--- config.mk ---
export PLATFORM = sky130hd
export DESIGN_NAME = sgc_global_config_regs
export DESIGN_NICKNAME = d
export VERILOG_FILES = /design/src/hw/sgc_pkg.sv /design/src/hw/sgc_global_config_regs.sv /design/src/hw/sgc_lock_bit.sv /design/src/hw/sgc_wait_decode.sv
export SDC_FILE = /design/constraint.sdc
export NUM_CORES = 1
export LEC_CHECK = 0
export BUFFER_PORTS_ARGS = -buffer_cell sky130_fd_sc_hd__buf_4
export CAP_MARGIN = 25
export CORE_MARGIN = 4
export CORE_UTILIZATION = 25
export CTS_CLUSTER_DIAMETER = 60
export DETAILED_ROUTE_END_ITERATION = 8
export SETUP_SLACK_MARGIN = 0.1
export SLEW_MARGIN = 20
export SYNTH_ARGS = -nofsm -noshare
export SYNTH_HDL_FRONTEND = slang
export SYNTH_SLANG_ARGS = --single-unit
--- constraint.sdc ---
create_clock -name CLK_I -period 2.37 [get_ports CLK_I]
set_input_delay 0.237 -clock CLK_I [delete_from_list [all_inputs] [get_ports CLK_I]]
set_output_delay 0.237 -clock CLK_I [all_outputs]
set_load 0.1 [all_outputs]
--- src/hw/sgc_pkg.sv ---
package sgc_pkg;
  localparam int          ADDR_W          = 8;
  localparam int          DATA_W          = 8;
  // Register indexes
  localparam logic [7:0]  IDX_CHIP_ID     = 8'h20;
  localparam logic [7:0]  IDX_CFG_ONE     = 8'h21;
  localparam logic [7:0]  IDX_PIN_SEL     = 8'h22;
  // Identity code, value arbitrary
  localparam logic [7:0]  CHIP_ID_VALUE   = 8'h5A;
  // Configuration one fields
  localparam int          CF1_LOCK_BIT    = 7;
  localparam int          CF1_OVR_BIT     = 6;
  localparam int          CF1_DMA_HI      = 5;
  localparam int          CF1_DMA_LO      = 4;
  localparam int          CF1_IO_HI       = 3;
  localparam int          CF1_IO_LO       = 2;
  localparam int          CF1_SWRST_BIT   = 1;
  localparam int          CF1_GEN_BIT     = 0;
  localparam logic [7:0]  CF1_RESET       = 8'h11;
  // Pin select fields
  localparam int          PS_KBD17_BIT    = 7;
  localparam int          PS_KBD12_BIT    = 6;
  localparam int          PS_FAN_HI       = 5;
  localparam int          PS_FAN_LO       = 2;
  localparam logic [7:0]  PS_RESET        = 8'h00;
  localparam logic [1:0]  PS_RO_FIELD     = 2'h0;
  // Wait state codes
  localparam logic [1:0]  WAIT_CODE_0     = 2'h0;
  localparam logic [1:0]  WAIT_CODE_1     = 2'h1;
  localparam logic [1:0]  WAIT_CODE_2     = 2'h2;
  localparam logic [3:0]  WAIT_ZERO       = 4'h0;
  localparam logic [3:0]  WAIT_TWO        = 4'h2;
  localparam logic [3:0]  WAIT_SIX        = 4'h6;
  localparam logic [3:0]  WAIT_TWELVE     = 4'hC;
endpackage

--- src/hw/sgc_global_config_regs.sv ---
// Operation
// - Bit 7 of configuration one locks all pin-function select bits while it is set.
// - The lock bit cannot be cleared by software and returns to 0 only on hardware reset.
// - Bit 6 of configuration one makes the upper pin group act as parallel IRQ inputs.
// - Bits 5-4 select DMA wait states: reserved, two (default), six, twelve.
// - Bits 3-2 select I/O wait states: zero (default), two, six, twelve.
// - The software reset bit always reads 0 and writing 0 to it does nothing.
// - Writing 1 to software reset resets the logical devices and wake-up control, not locks.
// - Global enable at 0 disables all logical devices except wake-up control.
// - Global enable at 1 (default) lets each device follow its own activate bit.
// - Index 20h is a read-only identity register that ignores writes.
// - Pin select bits 7 and 6 choose general I/O or keyboard port bits 17 and 12.
// - Pin select bits 5 to 2 choose general I/O or the four fan functions in order.
// - Pin select bits 1-0 are read-only and read as 00.
`timescale 1ns/1ps
module sgc_global_config_regs
  import sgc_pkg::*;
#(
  parameter int NUM_DEVICES = 8
)
(
  input  wire logic                        CLK_I,
  input  wire logic                        RESET_I,
  input  wire logic [sgc_pkg::ADDR_W-1:0]  ADDR_I,
  input  wire logic [sgc_pkg::DATA_W-1:0]  WDATA_I,
  input  wire logic                        WR_I,
  input  wire logic                        RD_I,
  output logic      [sgc_pkg::DATA_W-1:0]  RDATA_O,
  input  wire logic [NUM_DEVICES-1:0]      DEVICE_ACTIVATE_I,
  output logic      [NUM_DEVICES-1:0]      DEVICE_ENABLE_O,
  output logic                             WAKEUP_ENABLE_O,
  output logic                             DEVICE_SOFT_RESET_O,
  output logic                             WAKEUP_SOFT_RESET_O,
  output logic                             PIN_LOCK_O,
  output logic                             PARALLEL_IRQ_INPUT_SEL_O,
  output logic                             UPPER_GROUP_CFG4_SEL_O,
  output logic      [3:0]                  DMA_WAIT_STATES_O,
  output logic                             DMA_WAIT_RESERVED_O,
  output logic      [3:0]                  IO_WAIT_STATES_O,
  output logic                             KEYBOARD_PORT_BIT_17_SEL_O,
  output logic                             KEYBOARD_PORT_BIT_12_SEL_O,
  output logic                             FAN0_PWM_OUTPUT_SEL_O,
  output logic                             FAN0_TACH_INPUT_SEL_O,
  output logic                             FAN1_PWM_OUTPUT_SEL_O,
  output logic                             FAN1_TACH_INPUT_SEL_O,
  output logic                             GENERAL_IO_PIN_34_SEL_O
);

  localparam int KBD_W  = PS_KBD17_BIT - PS_KBD12_BIT + 1;
  localparam int FAN_W  = PS_FAN_HI - PS_FAN_LO + 1;
  localparam int WAIT_W = CF1_DMA_HI - CF1_DMA_LO + 1;
  localparam logic [3:0] DMA_COUNT_RESET = WAIT_TWO;
  localparam logic [3:0] IO_COUNT_RESET  = WAIT_ZERO;

  // Configuration one fields
  logic                   lock;
  logic                   override_reg;
  logic                   override_next;
  logic [WAIT_W-1:0]      dma_wait_reg;
  logic [WAIT_W-1:0]      dma_wait_next;
  logic [WAIT_W-1:0]      io_wait_reg;
  logic [WAIT_W-1:0]      io_wait_next;
  logic                   global_en_reg;
  logic                   global_en_next;
  // Pin select fields
  logic [KBD_W-1:0]       kbd_sel_reg;
  logic [KBD_W-1:0]       kbd_sel_next;
  logic [FAN_W-1:0]       fan_sel_reg;
  logic [FAN_W-1:0]       fan_sel_next;
  // Registered status outputs
  logic                   cfg4_sel_reg;
  logic                   cfg4_sel_next;
  logic                   dma_rsv_reg;
  logic                   dma_rsv_next;
  logic [3:0]             dma_count_reg;
  logic [3:0]             dma_count_next;
  logic [3:0]             io_count_reg;
  logic [3:0]             io_count_next;
  logic                   swrst_reg;
  logic                   swrst_next;
  // Read path
  logic [DATA_W-1:0]      id_view;
  logic [DATA_W-1:0]      cf1_view;
  logic [DATA_W-1:0]      ps_view;
  logic [DATA_W-1:0]      rdata_reg;
  logic [DATA_W-1:0]      rdata_next;

  // Address decode
  wire                    hit_id      = (ADDR_I == IDX_CHIP_ID);
  wire                    hit_cf1     = (ADDR_I == IDX_CFG_ONE);
  wire                    hit_ps      = (ADDR_I == IDX_PIN_SEL);
  wire                    wr_cf1      = WR_I & hit_cf1;
  wire                    wr_ps       = WR_I & hit_ps;
  wire                    rd_id       = RD_I & hit_id;
  wire                    rd_cf1      = RD_I & hit_cf1;
  wire                    rd_ps       = RD_I & hit_ps;

  // Write data split into fields
  wire                    wd_lock     = WDATA_I[CF1_LOCK_BIT];
  wire                    wd_ovr      = WDATA_I[CF1_OVR_BIT];
  wire [WAIT_W-1:0]       wd_dma      = WDATA_I[CF1_DMA_HI:CF1_DMA_LO];
  wire [WAIT_W-1:0]       wd_io       = WDATA_I[CF1_IO_HI:CF1_IO_LO];
  wire                    wd_swrst    = WDATA_I[CF1_SWRST_BIT];
  wire                    wd_gen      = WDATA_I[CF1_GEN_BIT];
  wire [KBD_W-1:0]        wd_kbd      = WDATA_I[PS_KBD17_BIT:PS_KBD12_BIT];
  wire [FAN_W-1:0]        wd_fan      = WDATA_I[PS_FAN_HI:PS_FAN_LO];

  wire                    lock_set    = wr_cf1 & wd_lock;
  wire                    sel_wr_ok   = ~lock;
  wire                    wr_ovr      = wr_cf1 & sel_wr_ok;
  wire                    wr_pins     = wr_ps & sel_wr_ok;

  // group override is a lockable select
  assign override_next  = wr_ovr ? wd_ovr : override_reg;
  assign cfg4_sel_next  = ~override_next;
  assign dma_wait_next  = wr_cf1 ? wd_dma : dma_wait_reg;
  assign io_wait_next   = wr_cf1 ? wd_io : io_wait_reg;
  assign dma_rsv_next   = (dma_wait_next == WAIT_CODE_0);
  assign global_en_next = wr_cf1 ? wd_gen : global_en_reg;
  assign kbd_sel_next   = wr_pins ? wd_kbd : kbd_sel_reg;
  assign fan_sel_next   = wr_pins ? wd_fan : fan_sel_reg;
  // one-cycle pulse on write of 1
  assign swrst_next     = wr_cf1 & wd_swrst;

  sgc_wait_decode #(.CODE0_COUNT(WAIT_ZERO)) u_dma_wait
  (
    .code_i  (dma_wait_next),
    .count_o (dma_count_next)
  );
  sgc_wait_decode #(.CODE0_COUNT(WAIT_ZERO)) u_io_wait
  (
    .code_i  (io_wait_next),
    .count_o (io_count_next)
  );

  assign cf1_view   = {lock,
                       override_reg,
                       dma_wait_reg,
                       io_wait_reg,
                       1'b0,
                       global_en_reg};
  assign ps_view    = {kbd_sel_reg,
                       fan_sel_reg,
                       PS_RO_FIELD};
  assign id_view    = CHIP_ID_VALUE;
  // Unmapped index and idle cycles read 0
  assign rdata_next = ({DATA_W{rd_id}} & id_view)
                    | ({DATA_W{rd_cf1}} & cf1_view)
                    | ({DATA_W{rd_ps}} & ps_view);

  sgc_lock_bit u_lock
  (
    .CLK_I   (CLK_I),
    .RESET_I (RESET_I),
    .set_i   (lock_set),
    .q_o     (lock)
  );

  always_ff @(posedge CLK_I or posedge RESET_I)
  begin
    if (RESET_I)
      override_reg <= CF1_RESET[CF1_OVR_BIT];
    else
      override_reg <= override_next;
  end

  always_ff @(posedge CLK_I or posedge RESET_I)
  begin
    if (RESET_I)
      cfg4_sel_reg <= ~CF1_RESET[CF1_OVR_BIT];
    else
      cfg4_sel_reg <= cfg4_sel_next;
  end

  always_ff @(posedge CLK_I or posedge RESET_I)
  begin
    if (RESET_I)
      dma_wait_reg <= CF1_RESET[CF1_DMA_HI:CF1_DMA_LO];
    else
      dma_wait_reg <= dma_wait_next;
  end

  always_ff @(posedge CLK_I or posedge RESET_I)
  begin
    if (RESET_I)
      dma_rsv_reg <= (CF1_RESET[CF1_DMA_HI:CF1_DMA_LO] == WAIT_CODE_0);
    else
      dma_rsv_reg <= dma_rsv_next;
  end

  always_ff @(posedge CLK_I or posedge RESET_I)
  begin
    if (RESET_I)
      dma_count_reg <= DMA_COUNT_RESET;
    else
      dma_count_reg <= dma_count_next;
  end

  always_ff @(posedge CLK_I or posedge RESET_I)
  begin
    if (RESET_I)
      io_wait_reg <= CF1_RESET[CF1_IO_HI:CF1_IO_LO];
    else
      io_wait_reg <= io_wait_next;
  end

  always_ff @(posedge CLK_I or posedge RESET_I)
  begin
    if (RESET_I)
      io_count_reg <= IO_COUNT_RESET;
    else
      io_count_reg <= io_count_next;
  end

  always_ff @(posedge CLK_I or posedge RESET_I)
  begin
    if (RESET_I)
      global_en_reg <= CF1_RESET[CF1_GEN_BIT];
    else
      global_en_reg <= global_en_next;
  end

  always_ff @(posedge CLK_I or posedge RESET_I)
  begin
    if (RESET_I)
      kbd_sel_reg <= PS_RESET[PS_KBD17_BIT:PS_KBD12_BIT];
    else
      kbd_sel_reg <= kbd_sel_next;
  end

  always_ff @(posedge CLK_I or posedge RESET_I)
  begin
    if (RESET_I)
      fan_sel_reg <= PS_RESET[PS_FAN_HI:PS_FAN_LO];
    else
      fan_sel_reg <= fan_sel_next;
  end

  always_ff @(posedge CLK_I or posedge RESET_I)
  begin
    if (RESET_I)
      swrst_reg <= 1'b0;
    else
      swrst_reg <= swrst_next;
  end

  always_ff @(posedge CLK_I or posedge RESET_I)
  begin
    if (RESET_I)
      rdata_reg <= '0;
    else
      rdata_reg <= rdata_next;
  end

  assign RDATA_O = rdata_reg;

  // soft reset to devices and wake-up unit
  assign DEVICE_SOFT_RESET_O = swrst_reg;
  assign WAKEUP_SOFT_RESET_O = swrst_reg;

  assign DEVICE_ENABLE_O = global_en_reg ? DEVICE_ACTIVATE_I : '0;
  assign WAKEUP_ENABLE_O = 1'b1;

  assign PIN_LOCK_O               = lock;
  assign PARALLEL_IRQ_INPUT_SEL_O = override_reg;
  assign UPPER_GROUP_CFG4_SEL_O   = cfg4_sel_reg;

  assign DMA_WAIT_STATES_O   = dma_count_reg;
  assign DMA_WAIT_RESERVED_O = dma_rsv_reg;
  assign IO_WAIT_STATES_O    = io_count_reg;

  assign {KEYBOARD_PORT_BIT_17_SEL_O, KEYBOARD_PORT_BIT_12_SEL_O} = kbd_sel_reg;
  assign {FAN0_PWM_OUTPUT_SEL_O, FAN0_TACH_INPUT_SEL_O,
          FAN1_PWM_OUTPUT_SEL_O, FAN1_TACH_INPUT_SEL_O} = fan_sel_reg;
  assign GENERAL_IO_PIN_34_SEL_O    = (PS_RO_FIELD == 2'h0);

endmodule

--- src/hw/sgc_lock_bit.sv ---
`timescale 1ns/1ps
// Sticky set-only bit, cleared by hardware reset only
module sgc_lock_bit
(
  input  wire logic CLK_I,
  input  wire logic RESET_I,
  input  wire logic set_i,
  output logic      q_o
);
  always_ff @(posedge CLK_I or posedge RESET_I)
  begin
    if (RESET_I)
      q_o <= 1'b0;
    else if (set_i)
      q_o <= 1'b1;
  end
endmodule

--- src/hw/sgc_wait_decode.sv ---
`timescale 1ns/1ps
// Maps a two-bit wait code to a cycle count
module sgc_wait_decode
  import sgc_pkg::*;
#(
  parameter logic [3:0] CODE0_COUNT = WAIT_ZERO
)
(
  input  wire logic [1:0] code_i,
  output logic      [3:0] count_o
);
  assign count_o = (code_i == WAIT_CODE_0) ? CODE0_COUNT :
                   (code_i == WAIT_CODE_1) ? WAIT_TWO :
                   (code_i == WAIT_CODE_2) ? WAIT_SIX : WAIT_TWELVE;
endmodule

==> results.sh, run 1 <==
export IMPL_syn_instance_count=106
export IMPL_regToRegEndpoint="fan_sel_reg[0]$_DFFE_PP0P_"
export IMPL_worstReg2RegStart="u_lock.q_o$_DFFE_PP0P_"
export IMPL_p_leak_nw=1.018
export IMPL_status="finished, final reports clean"
export IMPL_met2WireLength_um=1452
export IMPL_cts_max_level=2
export IMPL_post_drt_via_cell_ratio=4.194
export IMPL_crit_path_start_kind="register"
export IMPL_synthesis_area_mm2=0.001343
export IMPL_drv_max_cap_violation_count=0
export IMPL_tritoncts="built"
export IMPL_grt_antenna_before_repair=0
export IMPL_number_of_buffers_inserted_by_hold_repair_at_cts=0
export IMPL_hold_path_class="primary input to asynchronous set/reset pin"
export IMPL_synthDistinctLibCells=23
export IMPL_rr_worst_depth=2
export IMPL_synth_seq_area_share=0.5443
export IMPL_grt_use_total=0.1043
export IMPL_drc_errors=0
export IMPL_grt_start_max_net_pins=30
export IMPL_die_h_um=81.28
export IMPL_wl_per_cell_um=13.23
export IMPL_diodes=0
export IMPL_cts_sinks=29
export IMPL_layout_cells_non_filler=242
export IMPL_total_clock_buffers_created_by_cts=5
export IMPL_rsz0062_at_grt="false"
export IMPL_place_hpwl_um=2436
export IMPL_synthToLayoutAreaGrowth_pct=45.67
export IMPL_skew_ns=0.001853
export IMPL_gpl_final_weighted_congestion=0.6745
export IMPL_ir_worst_vdd_mv=0.2696
export IMPL_critical_path_cell_chain="and2_1 > buf_4"
export IMPL_number_of_buffers_inserted_to_repair_setup_after_cts=0
export IMPL_num_nets_final=199
export IMPL_fin_worst_hold_slack_ns=0.03977
export IMPL_m1WireLength_um=1378
export IMPL_max_clock_path_buffers=2
export IMPL_floorplan_die_width_um=81.28
export IMPL_critical_path_sink_type="output pin"
export IMPL_first_global_vias=1082
export IMPL_largest_reg_flops=8
export IMPL_power_density_mw_per_mm2=644.7
export IMPL_finalCritPeriodShare=0.6443
export IMPL_design_core_area_mm2=0.005172
export IMPL_clkTransAtPathRegs_ns=0.06
export IMPL_finalHoldViolCount=0
export IMPL_grt_pass1_wl_um=5147
export IMPL_number_of_drc_violations_after_detailed_routing_iteration_0=25
export IMPL_top_signal_layer_used="met4"
export IMPL_total_met3_wirelength_after_detailed_routing_um=324
export IMPL_setup_viol=0
export IMPL_clock_latency_ns=0.28
export IMPL_number_of_cells_upsized_or_downsized_after_cts=0
export IMPL_dieArea_mm2=0.006606
export IMPL_worst_ep_arrival_time_ns=1.29
export IMPL_worstPathBufferInverterCount=1
export IMPL_dp_slack_ns=0.5463
export IMPL_slew_limit_headroom=0.6647
export IMPL_worstPathRequired_ns=2.13
export IMPL_worst_path_max_fanout=10
export IMPL_ys_warnings_count=0
export IMPL_critPathMaxStageDelay_ns=0.59
export IMPL_post_synth_cell_area_avg_um2=12.67
export IMPL_timing_critical_path_slowest_stage_cell="dfstp_2"
export IMPL_clock_fmax_ghz=0.6549
export IMPL_critical_path_top_delay_family="flip-flops"
export IMPL_drive_above_1_share=0.5407
export IMPL_rows=26
export IMPL_wl_um=3201
export IMPL_setup_ws_ns=0.8429
export IMPL_r2r_setup_slack_ns=1.04
export IMPL_drt_pass1_iterations=4
export IMPL_layout_common_cells="63 x buf_4, 25 x dfrtp_1, 9 x mux2_2, 9 x nand2_1, 8 x and2_1"
export IMPL_setup_worst_path_class="register to output pin"
export IMPL_ant_nets=0
export IMPL_period_minus_slack_ns=1.527
export IMPL_ios=66
export IMPL_tightestPinTransition_ns=0.5017
export IMPL_grt_overflow_total=0
export IMPL_vias=1015
export IMPL_final_max_slew_viol_count=0
export IMPL_ys_ff_latch=29
export IMPL_final_common_cell="buf_4"
export IMPL_start_util=0.2596
export IMPL_ctsRootBufferMaster="clkbuf_8"
export IMPL_post_layout_total_power_mw=1.261
export IMPL_numPortBuffers=61
export IMPL_setup_total_negative_slack_ns=0
export IMPL_dpl_cell_count=234
## synthesized netlist by cell type (all sizes together)
master  number  area [µm²]
dfrtp       25       625.6
mux2        14       176.4
nand2        9       33.78
and2         8       50.05
buf          7       56.30
nor2         7       26.28
mux2i        5       50.05
dfstp        4       105.1
xnor2        4       35.03
a21oi        3       15.01
a22oi        3       22.52
inv          3       11.26
nor4b        3       62.56
o21ai        3       15.01
conb         2       7.510
nand4b       2       17.52
a41o         1       10.01
nand3        1       10.01
nor3         1       5.000
nor3b        1       7.510
## worst reg2reg max path: stages (launching register included)
cell and delay, ns:
dfrtp_1 0.41, nand4b_1 0.41, mux2_2 0.40
## cells by family after synthesis
logic type | count (synthesis) | share of synthesized area
buffers and inverters | 10 | 0.05032
other | 2 | 0.005594
XOR/XNOR | 4 | 0.02609
flip-flops | 29 | 0.5443
AND/OR/NAND/NOR | 32 | 0.1584
multiplexers | 19 | 0.1687
AO/OA/AOI/OAI | 10 | 0.04659
## power by group
| group | internal (mW) | switching, mW |
|---|---|---|
| combinational | 0.0785 | 0.207 |
| sequential | 0.516 | 0.0146 |
| clock | 0.262 | 0.183 |
| total | 0.856 | 0.405 |
## per-layer routing
layer	GRT usage	up-vias
li1	-	482
met5	0	-
met1	0.1216	478
met4	0.03547	0
met3	0.04324	4
met2	0.1718	51
## per-stage QoR
stage	util	area [µm²]
final	0.3781	1956
after global routing	0.3781	1956
after CTS	0.3781	1956
after detailed placement	0.3585	1854
after global placement	0.3585	1854
after floorplan	-	1350
## worst max-delay path by stage
stage	slack [ns]	cells after the start	start	to
2_1_floorplan	0.63	2	u_lock.q_o$_DFFE_PP0P_	fan_sel_reg[0]$_DFFE_PP0P_
4_1_cts	0.82	2	global_en_reg$_DFFE_PP1N_	DEVICE_ENABLE_O[0]
5_1_grt	0.76	4	ADDR_I[0]	fan_sel_reg[1]$_DFFE_PP0P_
3_3_place_gp	0.52	4	ADDR_I[0]	kbd_sel_reg[1]$_DFFE_PP0P_
3_5_place_dp	0.55	4	ADDR_I[0]	fan_sel_reg[0]$_DFFE_PP0P_
6_report	0.84	2	global_en_reg$_DFFE_PP1N_	DEVICE_ENABLE_O[6]
## layout make-up
class	count	area (µm²)
sequential	29	730.7
inverter	3	11.26
tap	70	87.58
clock buffer	7	96.34
timing repair buffer	63	473.0
clock inverter	1	5.005
multi-input combinational	69	551.8
fill	523	3217
No activity file was read; power rests on OpenSTA's default activity.
==> inputs of run 2 (changes only) <==
- ABC_AREA: default -> 1
- clock period: 2.37 -> 1.55 ns (I/O delays scaled with it)
==> run 2 against run 1 <==
Utilization up 1.8 points. Clock skew increased by 0.0025 ns. Synthesized cell count is 60% higher. Critical path depth increased by 2. Largest power group is now clock.
==> results.sh, run 2 <==
export IMPL_status="finished, final reports clean"
export IMPL_post_synth_top_count_cell="nand2_1"
export IMPL_grt_met2_usage=0.1715
export IMPL_clock_latency_ns=0.28
export IMPL_ctsRootBufferMaster="clkbuf_8"
export IMPL_grt_use_met3=0.03729
export IMPL_synthToLayoutAreaGrowth_pct=50.85
export IMPL_num_nets_final=262
export IMPL_grt_pass1_wl_um=5885
export IMPL_diodes=0
export IMPL_dieArea_mm2=0.007189
export IMPL_post_synth_cell_area_avg_um2=8.670
export IMPL_r2r_setup_slack_ns=0.37
export IMPL_setup_total_negative_slack_ns=0
export IMPL_finalHoldViolCount=0
export IMPL_die_h_um=84.79
export IMPL_p_leak_nw=1.206
export IMPL_crit_path_start_kind="register"
export IMPL_cts_max_level=2
export IMPL_rr_worst_depth=5
export IMPL_ys_warnings_count=0
export IMPL_critical_path_cell_chain="buf_4 > nand2_1 > clkinvlp_4 > buf_8"
export IMPL_rsz0062_at_grt="true"
export IMPL_timing_critical_path_slowest_stage_cell="dfstp_2"
export IMPL_skew_ns=0.004315
export IMPL_largest_reg_flops=8
export IMPL_grt_use_total=0.1039
export IMPL_final_max_slew_viol_count=0
export IMPL_groute_layer_met1_usage=0.1273
export IMPL_setup_ws_ns=0.1186
export IMPL_cts_sinks=29
export IMPL_dpl_cell_count=296
export IMPL_numPortBuffers=61
export IMPL_clkTransAtPathRegs_ns=0.06
export IMPL_tritoncts="built"
export IMPL_number_of_drc_violations_after_detailed_routing_iteration_0=48
export IMPL_ys_async_sr_fraction=1.000
export IMPL_synthDistinctLibCells=25
export IMPL_gpl_final_weighted_congestion=0.7590
export IMPL_setup_worst_path_class="register to output pin"
export IMPL_dp_slack_ns=0.2646
export IMPL_setup_viol=0
export IMPL_ios=66
export IMPL_fin_worst_hold_slack_ns=0.09669
export IMPL_drc_errors=0
export IMPL_synth_top_cells_by_area="dfrtp_1 42%, nand2_1 12%, inv_1 7.9%"
export IMPL_ys_ff_latch=29
export IMPL_worstPathRequired_ns=1.39
export IMPL_yosys_most_used_dff="dfrtp_1"
export IMPL_crit_cells=4
export IMPL_grt_overflow_total=0
export IMPL_worstPathBufferInverterCount=3
export IMPL_ir_worst_vdd_mv=0.3853
export IMPL_start_util=0.2628
export IMPL_grt_antenna_before_repair=0
export IMPL_final_common_cell="buf_4"
export IMPL_grt_start_max_net_pins=30
export IMPL_clock_fmax_ghz=0.6986
export IMPL_drv_max_cap_violation_count=0
export IMPL_layout_cells_non_filler=307
export IMPL_yosys_top_cells_count="46 x nand2_1, 31 x inv_1, 25 x dfrtp_1"
export IMPL_place_hpwl_um=2722
export IMPL_synth_seq_area_share=0.4958
export IMPL_floorplan_die_width_um=84.79
export IMPL_critical_path_top_delay_family="flip-flops"
export IMPL_synth_edf_count=0
export IMPL_finalCritPeriodShare=0.9235
export IMPL_ant_nets=0
export IMPL_period_minus_slack_ns=1.431
export IMPL_drt_pass1_iterations=4
export IMPL_synthesis_area_mm2=0.001474
export IMPL_hold_path_class="primary input to register"
export IMPL_max_clock_path_buffers=2
export IMPL_vias=1219
export IMPL_syn_instance_count=170
export IMPL_synth_largest_area_cell="dfrtp_1"
export IMPL_post_layout_total_power_mw=2.188
export IMPL_total_clock_buffers_created_by_cts=5
export IMPL_gr_max_usage_layer="met2"
export IMPL_power_density_mw_per_mm2=984.2
export IMPL_wl_per_cell_um=11.58
export IMPL_layout_common_cells="57 x buf_4, 46 x nand2_1, 23 x dfrtp_1, 23 x inv_1, 14 x nand2_2"
export IMPL_critPathMaxStageDelay_ns=0.52
export IMPL_design_core_area_mm2=0.005608
export IMPL_post_drt_via_cell_ratio=3.971
export IMPL_first_global_vias=1210
export IMPL_area_fraction_of_the_dominant_cell_type_after_synthesis=0.4244
export IMPL_drive_above_1_share=0.4936
export IMPL_worst_ep_arrival_time_ns=1.28
export IMPL_rows=27
export IMPL_critical_path_sink_type="output pin"
export IMPL_wl_um=3554
export IMPL_worst_path_max_fanout=5
export IMPL_layout_filler_cells=596
export IMPL_cells_on_worst_hold_path=3
-- run 2: cell count changes after synthesis, moves of 6 or more --
cell | before | now
and2_1 | 8 | 1
inv_1 | 3 | 31
mux2_2 | 9 | 0
nand2_1 | 9 | 46
nand2_2 | 0 | 14
nand4_1 | 0 | 8
o21ai_2 | 0 | 6
-- run 2: through the flow --
stage	util	cell area, µm²
2_1_floorplan	-	1514
3_3_place_gp	0.3552	1992
3_5_place_dp	0.3552	1992
4_1_cts	0.3916	2196
5_1_grt	0.3965	2223
6_report	0.3965	2223
-- run 2: kinds of logic after synthesis --
family,share of synthesized area
flops,0.4958
simple gates,0.2997
buf+inv,0.1443
other cells,0.005095
compound gates,0.05517
-- run 2: repair_timing --
| item | CTS | global route |
|---|---|---|
| gates resized for setup | 16 | 4 |
| hold buffers | 1 | 0 |
| pin swaps | 0 | 0 |
| buffers inserted | 0 | 2 |
| setup endpoints to repair | 8 | 8 |
| endpoints found under the hold margin | 25 | 0 |
-- run 2: final cells by class --
| cell class | instances | area, µm² | area share |
|---|---|---|---|
| clock inverter | 3 | 65.06 | 0.02926 |
| tap | 72 | 90.09 | 0.04052 |
| clock buffer | 5 | 68.82 | 0.03095 |
| sequential | 29 | 733.2 | 0.3298 |
| multi-input combinational | 99 | 538.0 | 0.2420 |
| timing repair buffer | 67 | 578.1 | 0.2600 |
| inverter | 32 | 150.1 | 0.06753 |
-- run 2: metal layers --
| metal | vias up | routed length [µm] |
|---|---|---|
| li1 | 629 | - |
| met1 | 540 | 1542 |
| met2 | 46 | 1688 |
| met3 | 4 | 289 |
| met4 | 0 | 33 |
| met5 | - | 0 |
-- run 2: path summary, 6_finish.rpt --
kind,startpoint,end
max in group asynchronous,RESET_I,global_en_reg$_DFFE_PP1N_
setup reg to reg,u_lock.q_o$_DFFE_PP0P_,fan_sel_reg[0]$_DFFE_PP0P_
min in group asynchronous,RESET_I,fan_sel_reg[3]$_DFFE_PP0P_
hold reg to reg,dma_wait_reg[0]$_DFF_PP1_,dma_wait_reg[0]$_DFF_PP1_
setup / recovery,global_en_reg$_DFFE_PP1N_,DEVICE_ENABLE_O[1]
hold / removal,WDATA_I[1],DEVICE_SOFT_RESET_O$_DFF_PP0_
-- run 2: worst reg2reg max path, stage by stage (launching register included) --
cell	delay, ns
dfrtp_2	0.44
inv_1	0.16
nand4_2	0.11
buf_4	0.22
nand2_1	0.09
o21ai_2	0.05
-- run 2: report_power, final --
part / internal, mW / switching [mW]
registers: 0.778 / 0.00853
logic: 0.139 / 0.345
clock network: 0.638 / 0.281
total: 1.55 / 0.634
==> inputs of run 3 (changes only) <==
- CORE_UTILIZATION: 25 -> 50
- PLACE_DENSITY: default -> 0.84
- clock period: 1.55 -> 1.83 ns (I/O delays scaled with it)
==> run 3 against run 2 <==
Critical path depth fell by 1. Worst hold slack lost 0.019 ns. Power decreased by 35%. Die area fell by 46%. Cell area shrank 12%. Flip-flop and latch count unchanged. Cell count shrank 15%. Clock power fell by 58%. Register-to-register slack gained 0.12 ns. Sequential power decreased by 15%. Count of clock-buffer cells in the layout rose by 3.
==> results.sh, run 3 (synthesized netlist as in run 2, its figures left out) <==
export IMPL_layout_filler_cells=231
export IMPL_clock_power_share=0.273
export IMPL_dp_slack_ns=0.3551
export IMPL_critical_path_sink_type="output pin"
export IMPL_crit_path_start_kind="register"
export IMPL_drt_pass1_iterations=4
export IMPL_p_leak_nw=1.173
export IMPL_fin_worst_hold_slack_ns=0.07765
export IMPL_max_clock_path_buffers=2
export IMPL_grt_overflow_total=0
export IMPL_worstPathBufferInverterCount=2
export IMPL_period_minus_slack_ns=1.538
export IMPL_worstPathRequired_ns=1.65
export IMPL_rsz0062_at_grt="false"
export IMPL_critical_path_cell_chain="nand2_1 > inv_1 > buf_4"
export IMPL_groute_layer_met1_usage=0.2044
export IMPL_layout_cells_non_filler=262
export IMPL_post_drt_via_cell_ratio=4.721
export IMPL_die_h_um=62.30
export IMPL_setup_viol=0
export IMPL_grt_pass1_wl_um=5595
export IMPL_grt_use_met3=0.05766
export IMPL_clock_fmax_ghz=0.6500
export IMPL_place_hpwl_um=2483
export IMPL_number_of_drc_violations_after_detailed_routing_iteration_0=25
export IMPL_largest_reg_flops=8
export IMPL_design_core_area_mm2=0.002781
export IMPL_skew_ns=0.006655
export IMPL_setup_total_negative_slack_ns=0
export IMPL_floorplan_die_width_um=62.30
export IMPL_critical_path_top_delay_family="flip-flops"
export IMPL_wl_per_cell_um=12.05
export IMPL_switching_share=0.3393
export IMPL_drv_max_cap_violation_count=0
export IMPL_sequential_power_share=0.473
export IMPL_dieArea_mm2=0.003881
export IMPL_first_global_vias=1259
export IMPL_setup_worst_path_class="register to output pin"
export IMPL_power_combinational_fraction=0.254
export IMPL_grt_met2_usage=0.2966
export IMPL_cts_max_level=2
export IMPL_number_of_buffers_inserted_by_hold_repair_at_cts=1
export IMPL_grt_antenna_before_repair=0
export IMPL_num_nets_final=258
export IMPL_wl_um=3158
export IMPL_status="finished, final reports clean"
export IMPL_rows=19
export IMPL_number_of_buffers_inserted_to_repair_setup_after_cts=0
export IMPL_total_clock_buffers_created_by_cts=5
export IMPL_final_common_cell="buf_4"
export IMPL_cts_sinks=29
export IMPL_tritoncts="built"
export IMPL_numPortBuffers=61
export IMPL_drc_errors=0
export IMPL_layout_common_cells="62 x buf_4, 46 x nand2_1, 31 x inv_1"
export IMPL_grt_start_max_net_pins=30
export IMPL_dpl_cell_count=253
export IMPL_start_util=0.5299
export IMPL_diodes=0
export IMPL_ir_worst_vdd_mv=0.5050
export IMPL_final_max_slew_viol_count=0
export IMPL_number_of_cells_upsized_or_downsized_after_cts=0
export IMPL_finalHoldViolCount=0
export IMPL_setup_ws_ns=0.2915
export IMPL_grt_use_total=0.1760
export IMPL_critPathMaxStageDelay_ns=0.61
export IMPL_clock_latency_ns=0.31
export IMPL_clkTransAtPathRegs_ns=0.09
export IMPL_netSwitchingPower_mw=0.4792
export IMPL_worst_path_max_fanout=9
export IMPL_gr_max_usage_layer="met2"
export IMPL_ios=66
export IMPL_ctsRootBufferMaster="clkbuf_4"
export IMPL_drive_above_1_share=0.4329
export IMPL_hold_path_class="primary input to register"
export IMPL_p_int_mw=0.9330
export IMPL_finalCritPeriodShare=0.8407
export IMPL_worst_ep_arrival_time_ns=1.36
export IMPL_ant_nets=0
export IMPL_timing_critical_path_slowest_stage_cell="dfstp_2"
export IMPL_vias=1237
export IMPL_power_density_mw_per_mm2=719.8
export IMPL_gpl_final_weighted_congestion=0.7551
export IMPL_synthToLayoutAreaGrowth_pct=33.11
[run 3: cell count changes in the layout (fill, tap and decap cells not counted), sizes merged]
cell      before  now
buf           66   62
bufinv         2    0
clkbuf         5    8
clkinv         1    0
clkinvlp       8    0
inv           24   32
[run 3: area by class of cell]
type,instances,area (µm²),share of cell area
timing repair buffer,63,475.5,0.2423
tap,31,38.79,0.01977
sequential,29,730.7,0.3724
multi-input combinational,99,538.0,0.2742
clock buffer,8,58.81,0.02997
inverter,32,120.1,0.06122
[run 3: power by group through the flow]
stage / registers [mW] / clock network [mW] / logic (mW)
after floorplan: 0.733 / 0 / 0.220
after global placement: 0.680 / 0 / 0.356
after detailed placement: 0.680 / 0 / 0.360
after CTS: 0.668 / 0.402 / 0.362
after global routing: 0.671 / 0.427 / 0.381
final: 0.667 / 0.386 / 0.359
[run 3: worst reg2reg max path, stage by stage (launching register included)]
cell and delay [ns]:
dfrtp_1 0.43, inv_1 0.13, nand4_2 0.38, nand2_1 0.21
o21ai_2 0.07
[run 3: per-stage QoR]
step / util / power, mW / cell area (µm²)
final: 0.7054 / 1.412 / 1962
after global routing: 0.7054 / 1.480 / 1962
after CTS: 0.7054 / 1.431 / 1962
after detailed placement: 0.6806 / 1.040 / 1893
after global placement: 0.6806 / 1.036 / 1893
after floorplan: - / 0.9530 / 1481
[run 3: routing by layer]
| layer | routed length, µm | share of wire |
|---|---|---|
| met1 | 1180 | 0.37 |
| met3 | 363 | 0.11 |
| met2 | 1573 | 0.50 |
| met4 | 41 | 0.013 |
| met5 | 0 | 0 |
[run 3: worst paths after layout]
path | startpoint | endpoint | slack [ns] | cells past startpoint
max | global_en_reg$_DFFE_PP1N_ | DEVICE_ENABLE_O[0] | 0.29 | 3
min | WDATA_I[1] | DEVICE_SOFT_RESET_O$_DFF_PP0_ | 0.08 | 3
max reg2reg | u_lock.q_o$_DFFE_PP0P_ | fan_sel_reg[1]$_DFFE_PP0P_ | 0.49 | 4
min reg2reg | dma_wait_reg[0]$_DFF_PP1_ | dma_wait_reg[0]$_DFF_PP1_ | 0.51 | 2
max in group asynchronous | RESET_I | UPPER_GROUP_CFG4_SEL_O$_DFF_PP1_ | 1.04 | 4
min in group asynchronous | RESET_I | DEVICE_SOFT_RESET_O$_DFF_PP0_ | 0.47 | 4
